--- src/inc/tst_regs_map.vh ---
// Constants of the timestamp, status and temperature register group.
// Assumes a 100 MHz device clock and a byte-wide register read port.
// Overview of operation
// - A 24-bit timestamp counter runs in every power mode.
// - The timestamp advances by one count every 39 us.
// - The timestamp starts at zero and wraps to zero after all ones.
// - A burst read from the data registers returns the timestamp captured at start.
// - During buffer readout the timestamp shadow is recaptured at each new frame.
// - The timestamp sits at bytes 0x18-0x1a, low byte first, reset zero.
// - Status bit 6 sets on new rate data, clears on any data byte read.
// - Status bit 4 is 0 during a memory write, 1 when ready.
// - Status bit 3 shows fast offset compensation has completed.
// - Status bit 1 is 1 only after a successful self-test.
// - Status bit 0 sets on power-on or soft reset, clears when status read.
// - Interrupt flags: watermark at bit 6, full at bit 5, data ready bit 4.
// - An interrupt flag sets only when its function is enabled and triggers.
// - An interrupt flag reads 1 while active and 0 while inactive.
// - The 16-bit temperature word is valid only in gyro normal mode.
// - Temperature is two's complement, zero is 23 C, 1/512 K per count.
// - Temperature resets to 0x8000, a code used only for invalid.
// - In gyro normal mode the temperature updates about every 10 ms.
// - Gyro suspended, thermal sensor normal: update every 1.28 s.
// - Gyro fast start-up, thermal sensor suspended: still update every 1.28 s.
// - Gyro and thermal sensor both suspended: no temperature measurement.
// - Gyro power field: 00 suspend, 01 normal, 11 fast start-up, 10 reserved.
`ifndef TST_REGS_MAP_VH
`define TST_REGS_MAP_VH

`define TST_ADDR_DATA_FIRST   8'h12
`define TST_ADDR_DATA_LAST    8'h17
`define TST_ADDR_TS_0         8'h18
`define TST_ADDR_TS_1         8'h19
`define TST_ADDR_TS_2         8'h1a
`define TST_ADDR_STATUS       8'h1b
`define TST_ADDR_INT_FLAGS    8'h1d
`define TST_ADDR_TEMP_LSB     8'h20
`define TST_ADDR_TEMP_MSB     8'h21

`define TST_ST_DRDY_BIT       6
`define TST_ST_NVM_BIT        4
`define TST_ST_FOC_BIT        3
`define TST_ST_SELFTEST_BIT   1
`define TST_ST_POR_BIT        0
`define TST_INT_FWM_BIT       6
`define TST_INT_FFULL_BIT     5
`define TST_INT_DRDY_BIT      4

`define TST_TS_RESET          24'h000000
`define TST_TS_MAX            24'hffffff
`define TST_TEMP_RESET        16'h8000
`define TST_TEMP_SUBST        16'h8001
`define TST_RESERVED_RD       8'h00

`define TST_PMU_SUSPEND       2'h0
`define TST_PMU_NORMAL        2'h1
`define TST_PMU_RESERVED      2'h2
`define TST_PMU_FAST_START    2'h3

`define TST_CLK_PERIOD_NS     10
`define TST_TS_STEP_NS        39000
`define TST_TS_STEP_CYCLES    (`TST_TS_STEP_NS / `TST_CLK_PERIOD_NS)
`define TST_TEMP_FAST_US      10000
`define TST_TEMP_FAST_CYCLES  (`TST_TEMP_FAST_US * 1000 / `TST_CLK_PERIOD_NS)
`define TST_TEMP_SLOW_MS      1280
`define TST_TEMP_SLOW_CYCLES  (`TST_TEMP_SLOW_MS * 100000)

`endif

--- src/rtl/tst_tick_div.v ---
// Periodic tick generator: one-cycle pulse every LIMIT enabled clocks.
// Assumes a synchronous active-high reset and a shared clock enable.
`timescale 1ns/1ns
module tst_tick_div #(
	parameter integer LIMIT = 4
) (
	clk,
	reset,
	ce,
	run,
	tick
);
	input  wire        clk;
	input  wire        reset;
	input  wire        ce;
	input  wire        run;
	output wire        tick;

	localparam [31:0] LAST32 = LIMIT - 1;
	localparam [26:0] LAST   = LAST32[26:0];

	reg  [26:0] cnt_ff;
	reg  [26:0] nxt_cnt;

	// Count restarts whenever run drops, so a new schedule begins a full period
	always @* begin
		if (!run)
			nxt_cnt = 27'h0000000;
		else if (cnt_ff == LAST)
			nxt_cnt = 27'h0000000;
		else
			nxt_cnt = cnt_ff + 27'h0000001;
	end

	always @(posedge clk) begin
		if (reset)
			cnt_ff <= 27'h0000000;
		else if (ce)
			cnt_ff <= nxt_cnt;
	end

	assign tick = ce & run & (cnt_ff == LAST);
endmodule

--- src/rtl/tst_regs.v ---
// Timestamp counter, sensor status, interrupt flags and temperature registers.
// Assumes all source inputs come from logic on clk; reads arrive as byte strobes.
`timescale 1ns/1ns
`include "tst_regs_map.vh"
module tst_regs #(
	parameter integer TEMP_FAST_CYCLES = `TST_TEMP_FAST_CYCLES,
	parameter integer TEMP_SLOW_CYCLES = `TST_TEMP_SLOW_CYCLES
) (
	clk,
	reset,
	ce,
	rd_en,
	rd_addr,
	rd_data,
	burst_start,
	burst_addr,
	burst_end,
	fifo_frame_start,
	gyro_data_new,
	soft_reset,
	nvm_busy,
	foc_done,
	self_test_ok,
	int_en,
	int_trig,
	gyro_pmu_status,
	thermal_sensor_power,
	temp_sample,
	temp_sample_valid,
	temp_meas_req,
	temp_word_valid,
	timestamp
);
	input  wire        clk;
	input  wire        reset;
	input  wire        ce;
	input  wire        rd_en;
	input  wire [7:0]  rd_addr;
	output wire [7:0]  rd_data;
	input  wire        burst_start;
	input  wire [7:0]  burst_addr;
	input  wire        burst_end;
	input  wire        fifo_frame_start;
	input  wire        gyro_data_new;
	input  wire        soft_reset;
	input  wire        nvm_busy;
	input  wire        foc_done;
	input  wire        self_test_ok;
	input  wire [2:0]  int_en;
	input  wire [2:0]  int_trig;
	input  wire [1:0]  gyro_pmu_status;
	input  wire        thermal_sensor_power;
	input  wire [15:0] temp_sample;
	input  wire        temp_sample_valid;
	output wire        temp_meas_req;
	output wire        temp_word_valid;
	output wire [23:0] timestamp;

	// Timestamp state
	reg  [23:0] ts_ff;
	reg  [23:0] nxt_ts;
	reg  [23:0] ts_shadow_ff;
	reg  [23:0] nxt_ts_shadow;
	reg         shadow_use_ff;
	reg         nxt_shadow_use;
	wire        ts_tick;

	// Status state
	reg         drdy_ff;
	reg         nxt_drdy;
	reg         por_ff;
	reg         nxt_por;
	reg         nvm_rdy_ff;
	reg         foc_rdy_ff;
	reg         st_ok_ff;

	// Interrupt flags
	reg  [2:0]  int_flag_ff;
	wire [2:0]  nxt_int_flag;

	// Temperature state
	reg  [15:0] temp_ff;
	reg  [15:0] nxt_temp;
	reg         meas_pend_ff;
	reg         nxt_meas_pend;
	wire        fast_tick;
	wire        slow_tick;
	wire        gyro_normal;
	wire        gyro_suspend;
	wire        gyro_fast;
	wire        run_fast;
	wire        run_slow;
	wire        meas_start;

	// Read port
	reg  [7:0]  rd_data_ff;
	reg  [7:0]  nxt_rd_data;
	wire [23:0] ts_view;
	wire [7:0]  status_byte;
	wire [7:0]  int_byte;
	wire        rd_data_reg;
	wire        rd_status;

	// ---------------- Timestamp ----------------

	// Never gated by power mode: the time base must stay monotonic across modes
	tst_tick_div #(
		.LIMIT (`TST_TS_STEP_CYCLES)
	) u_ts_div (
		.clk   (clk),
		.reset (reset),
		.ce    (ce),
		.run   (1'b1),
		.tick  (ts_tick)
	);

	always @* begin
		nxt_ts = ts_ff;
		if (ts_tick) begin
			if (ts_ff == `TST_TS_MAX)
				nxt_ts = `TST_TS_RESET;
			else
				nxt_ts = ts_ff + 24'h000001;
		end
	end

	// A burst that opens on the data block freezes the view for the whole burst;
	// a new buffer frame refreshes it so each frame carries its own time.
	always @* begin
		nxt_ts_shadow  = ts_shadow_ff;
		nxt_shadow_use = shadow_use_ff;
		if (burst_start) begin
			if (burst_addr >= `TST_ADDR_DATA_FIRST && burst_addr <= `TST_ADDR_TS_2) begin
				nxt_ts_shadow  = ts_ff;
				nxt_shadow_use = 1'b1;
			end else begin
				nxt_shadow_use = 1'b0;
			end
		end else if (burst_end) begin
			nxt_shadow_use = 1'b0;
		end
		if (fifo_frame_start) begin
			nxt_ts_shadow  = ts_ff;
			nxt_shadow_use = 1'b1;
		end
	end

	always @(posedge clk) begin
		if (reset) begin
			ts_ff         <= `TST_TS_RESET;
			ts_shadow_ff  <= `TST_TS_RESET;
			shadow_use_ff <= 1'b0;
		end else if (ce) begin
			ts_ff         <= nxt_ts;
			ts_shadow_ff  <= nxt_ts_shadow;
			shadow_use_ff <= nxt_shadow_use;
		end
	end

	assign ts_view   = shadow_use_ff ? ts_shadow_ff : ts_ff;
	assign timestamp = ts_ff;

	// ---------------- Sensor status ----------------

	assign rd_data_reg = rd_en && rd_addr >= `TST_ADDR_DATA_FIRST &&
		rd_addr <= `TST_ADDR_DATA_LAST;
	assign rd_status   = rd_en && rd_addr == `TST_ADDR_STATUS;

	// New data in the same cycle as a read wins, so no sample goes unflagged
	always @* begin
		nxt_drdy = drdy_ff;
		if (rd_data_reg)
			nxt_drdy = 1'b0;
		if (gyro_data_new)
			nxt_drdy = 1'b1;
	end

	always @* begin
		nxt_por = por_ff;
		if (rd_status)
			nxt_por = 1'b0;
		if (soft_reset)
			nxt_por = 1'b1;
	end

	always @(posedge clk) begin
		if (reset) begin
			drdy_ff    <= 1'b0;
			por_ff     <= 1'b1;
			nvm_rdy_ff <= 1'b0;
			foc_rdy_ff <= 1'b0;
			st_ok_ff   <= 1'b0;
		end else if (ce) begin
			drdy_ff    <= nxt_drdy;
			por_ff     <= nxt_por;
			nvm_rdy_ff <= ~nvm_busy;
			foc_rdy_ff <= foc_done;
			st_ok_ff   <= self_test_ok;
		end
	end

	assign status_byte = {1'b0, drdy_ff, 1'b0, nvm_rdy_ff, foc_rdy_ff, 1'b0, st_ok_ff, por_ff};

	// ---------------- Interrupt flags ----------------

	// Index 2 watermark, 1 full, 0 data ready; flags follow the live condition
	genvar gi;
	generate
		for (gi = 0; gi < 3; gi = gi + 1) begin : g_int
			assign nxt_int_flag[gi] = int_en[gi] & int_trig[gi];
		end
	endgenerate

	always @(posedge clk) begin
		if (reset)
			int_flag_ff <= 3'h0;
		else if (ce)
			int_flag_ff <= nxt_int_flag;
	end

	assign int_byte = {1'b0, int_flag_ff, 4'h0};

	// ---------------- Temperature ----------------

	assign gyro_normal  = gyro_pmu_status == `TST_PMU_NORMAL;
	assign gyro_suspend = gyro_pmu_status == `TST_PMU_SUSPEND;
	assign gyro_fast    = gyro_pmu_status == `TST_PMU_FAST_START;

	// Reserved gyro mode and the all-suspended case leave both schedules idle
	assign run_fast = gyro_normal;
	assign run_slow = (gyro_suspend & thermal_sensor_power) | gyro_fast;

	tst_tick_div #(
		.LIMIT (TEMP_FAST_CYCLES)
	) u_temp_fast (
		.clk   (clk),
		.reset (reset),
		.ce    (ce),
		.run   (run_fast),
		.tick  (fast_tick)
	);

	tst_tick_div #(
		.LIMIT (TEMP_SLOW_CYCLES)
	) u_temp_slow (
		.clk   (clk),
		.reset (reset),
		.ce    (ce),
		.run   (run_slow),
		.tick  (slow_tick)
	);

	assign meas_start    = fast_tick | slow_tick;
	assign temp_meas_req = meas_start;

	// A result is stored only for a measurement this block asked for
	always @* begin
		nxt_meas_pend = meas_pend_ff;
		nxt_temp      = temp_ff;
		if (temp_sample_valid && meas_pend_ff) begin
			nxt_meas_pend = 1'b0;
			// The invalid code is reserved, so a raw 0x8000 is moved one count up
			if (temp_sample == `TST_TEMP_RESET)
				nxt_temp = `TST_TEMP_SUBST;
			else
				nxt_temp = temp_sample;
		end
		if (meas_start)
			nxt_meas_pend = 1'b1;
		if (!run_fast && !run_slow)
			nxt_meas_pend = 1'b0;
	end

	always @(posedge clk) begin
		if (reset) begin
			temp_ff      <= `TST_TEMP_RESET;
			meas_pend_ff <= 1'b0;
		end else if (ce) begin
			temp_ff      <= nxt_temp;
			meas_pend_ff <= nxt_meas_pend;
		end
	end

	assign temp_word_valid = gyro_normal && temp_ff != `TST_TEMP_RESET;

	// ---------------- Read port ----------------

	// Registered read data: one cycle from strobe to data, held until next read
	always @* begin
		nxt_rd_data = rd_data_ff;
		if (rd_en) begin
			case (rd_addr)
				`TST_ADDR_TS_0:      nxt_rd_data = ts_view[7:0];
				`TST_ADDR_TS_1:      nxt_rd_data = ts_view[15:8];
				`TST_ADDR_TS_2:      nxt_rd_data = ts_view[23:16];
				`TST_ADDR_STATUS:    nxt_rd_data = status_byte;
				`TST_ADDR_INT_FLAGS: nxt_rd_data = int_byte;
				`TST_ADDR_TEMP_LSB:  nxt_rd_data = temp_ff[7:0];
				`TST_ADDR_TEMP_MSB:  nxt_rd_data = temp_ff[15:8];
				default:             nxt_rd_data = `TST_RESERVED_RD;
			endcase
		end
	end

	always @(posedge clk) begin
		if (reset)
			rd_data_ff <= `TST_RESERVED_RD;
		else if (ce)
			rd_data_ff <= nxt_rd_data;
	end

	assign rd_data = rd_data_ff;
endmodule

--- config.mk ---
export PLATFORM = sky130hd
export DESIGN_NAME = tst_regs
export DESIGN_NICKNAME = d
export VERILOG_FILES = /design/src/rtl/tst_tick_div.v /design/src/rtl/tst_regs.v
export VERILOG_INCLUDE_DIRS = /design/src /design/src/inc
export SDC_FILE = /design/constraint.sdc
export NUM_CORES = 1
export LEC_CHECK = 0
export BUFFER_PORTS_ARGS = -buffer_cell sky130_fd_sc_hd__buf_2
export CORE_UTILIZATION = 45
export CTS_CLUSTER_SIZE = 28
export DETAILED_ROUTE_END_ITERATION = 10
export SLEW_MARGIN = 20
export SYNTH_ARGS = -nofsm -noshare
export SYNTH_HDL_FRONTEND = slang
export SYNTH_SLANG_ARGS = --single-unit
--- constraint.sdc ---
create_clock -name clk -period 4.6 [get_ports clk]
set_input_delay 0.92 -clock clk [delete_from_list [all_inputs] [get_ports clk]]
set_output_delay 0.92 -clock clk [all_outputs]
set_load 0.005 [all_outputs]
==> results.ini <==
[outcome]
status = completed

[route]
drt-initial-drc-count = 349
drt-total-wl_um = 21200
first_pass_iters = 6
drc = 0
vias = 7533
postRouteAntennaNets = 0
wl_per_cell_um = 16.3
vias_per_cell = 5.79

[sta]
fin_skew_ns = 0.0113
hold_viol = 0
hold_ws_ns = 0.457
fin_crit_sh_pct = 69.1
maxSlewViolCount = 0
final.min_clock_period_ns = 3.18
setup_viol = 0
rsz0062_at_grt = no
finalSetupTns_ns = 0
max-slew-margin-rel_pct = 30.9
worst_pin_slew_ns = 1.03
max_freq_mhz = 315

[floorplan]
dieArea_um2 = 19500
pin_count = 88
start_util_pct = 45.8
fp.dieW_um = 140
dieHeight_um = 140
core_um2 = 18600
fp-row-count = 50

[worst_setup_path]
cp.arrival_ns = 2.26
path_class = reg2out
crit_path_max_incr_delay_ns = 0.44
crit_path_end_kind = output port
slowest_stage = dfxtp_1
worstPathMaxFanout = 10
cp-start-kind = flip-flop
critPathRequiredTime_ns = 3.68
reg2reg_slack_ns = 1.99
path_delay_family = simple AND/OR/NAND/NOR gates
crit_buf_inv = 2
worstPathCellList = ha_1 > and2_1 > nand4_4 > a211oi_1 > o21ai_0 > inv_1 > buf_2

[synthesis]
synth_top_cell_by_area = dfxtp_1
synth-main-ff-cell = dfxtp_1
synth.area.top_cells = dfxtp_1 (38%), mux2i_1 (4.8%), nand2_1 (4.2%)
ys_warn_count = 0
synth_top_cells_by_count = dfxtp_1 (163), nand2_1 (95), nor2_1 (82)
netlist_instances = 1004
synthXorXnorAreaFrac_pct = 5.64
yosysMostFrequentCell = dfxtp_1
async_flop_share_pct = 0
ys_seq_area_share_pct = 38.2
synth_edf_count = 0
synth-simple-area-share_pct = 31.2
postSynthAreaPerCell_um2 = 8.51
synth_top_cell_area_share_pct = 38.2
syn-num-nets = 1062
synth_top_family_by_area = simple AND/OR/NAND/NOR gates
synth-compound-area-share_pct = 14.2
muxShareOfSynthArea_pct = 5.99
syn-cell-area_um2 = 8550
synthAdderAreaFrac_pct = 0.586
synth.distinct_cells = 72
ys_seq_elements = 163

[pwr]
power_uw = 2990
leakagePower_uw = 0.00332
powerDensity_nw_per_um2 = 310
vdd_drop_max_uv = 197

[place]
hpwlAfterDp_um = 14600
gp_congestion = 0.803
io_buffers = 87

[finish]
num-fill-cells = 1788
final_nets = 1113
area.growth.synth_to_final_pct = 12.7
drive_gt1_share_pct = 14.3
utilization_pct = 51.7
diodes = 0
reg_top3 = u_temp_fast.cnt_ff x27, u_temp_slow.cnt_ff x27, u_ts_div.cnt_ff x27

[clock_network]
clock_path_buffers = 2
clkTransAtPathRegs_ns = 0.06
tritoncts = done
cts_setup_buffers = 0
cts_root_buf = clkbuf_16
clock_latency_ns = 0.43
h-tree-depth = 4
clock-sinks = 163
cts_hold_buf = 0
cts_made_buffers = 17
post_cts_resized = 0

[worst_hold_path]
hold_class = reg2reg

[global_route]
antenna_found_initial = 0
grt_pass1_wl_um = 35000
grt.total_usage_pct = 22.1
grt_max_degree = 54
grt.overflow.total = 0
grt_pass1_vias = 6879

[run]
drv_cap = 0

==> final timing paths <==
| kind | cells after the start | to | from |
|---|---|---|---|
| worst max register to register | 7 | u_temp_fast.cnt_ff[15] | u_temp_fast.cnt_ff[0] |
| worst min register to register | 2 | rd_data[0] | rd_data[0] |
| worst max-delay path | 7 | temp_meas_req | u_temp_slow.cnt_ff[0] |
| worst min-delay path | 2 | rd_data[0] | rd_data[0] |
==> logic make-up after synthesis <==
logic type	count (synthesis)
flip-flops	163
AND/OR/NAND/NOR	480
multiplexers	46
AO/OA/AOI/OAI	173
XOR/XNOR	55
buffers and inverters	83
adder cells (fa/ha/maj)	4
==> power by group <==
| part | switching (µW) | leakage (µW) | internal (µW) | total [µW] |
|---|---|---|---|---|
| combinational | 100 | 0.00173 | 57.8 | 158 |
| sequential | 8.90 | 0.00131 | 1420 | 1430 |
| clock | 620 | 0.000280 | 781 | 1400 |
| total | 729 | 0.00332 | 2260 | 2990 |
==> per-layer routing <==
| layer | vias to the layer above | track usage (%) | part of all wire, % | wire [µm] |
|---|---|---|---|---|
| met2 | 162 | 34.1 | 44 | 9370 |
| met1 | 3553 | 31.7 | 51 | 10700 |
| li1 | 3794 | - | - | - |
| met3 | 24 | 3.48 | 3.8 | 811 |
| met4 | 0 | 6.36 | 1.3 | 271 |
| met5 | - | 0 | 0 | 0 |
==> cells in the final DEF, fill, tap and decap left out, drive strengths merged, types with 4 or more instances in the layout <==
master  instances
a211oi         10
a21oi          43
a221o           5
a221oi          5
a22o           18
a31oi          16
a41oi           5
and2            7
and3           19
and4           19
buf            96
clkbuf         19
clkinv          7
dfxtp         163
ha              4
inv            22
mux2i          41
mux4            4
nand2          95
nand2b         54
nand3          42
nand4          38
nor2           83
nor2b           4
nor3           45
nor3b           6
nor4           39
nor4b           7
o21a            9
o21ai          22
o22a            6
o311ai          7
o31ai           5
or2             4
or3             5
xnor2          33
xor2           22
==> cell type report <==
class | instances | area, µm² | area share (%)
clock buffers | 19 | 453 | 4.70
clock inverters | 13 | 125 | 1.30
inverters | 19 | 71.3 | 0.740
multi-input cells | 758 | 4920 | 51.1
flip-flops and latches | 163 | 3260 | 33.9
well taps | 234 | 293 | 3.04
repair buffers | 96 | 503 | 5.22
==> stage by stage <==
stage	worst slack [ns]	std cells	area [µm²]
finish	1.42	1302	9630
global route	1.21	1302	9630
CTS	1.41	1302	9630
detailed placement	1.44	1270	9050
global placement	1.50	1270	9050
floorplan	1.96	1004	8550
==> worst min-delay path, stage by stage (launching register included) <==
cell and delay (ns):
dfxtp_1 0.33, nand2_1 0.05, o21ai_0 0.05
(Power assumes the default switching activity.)
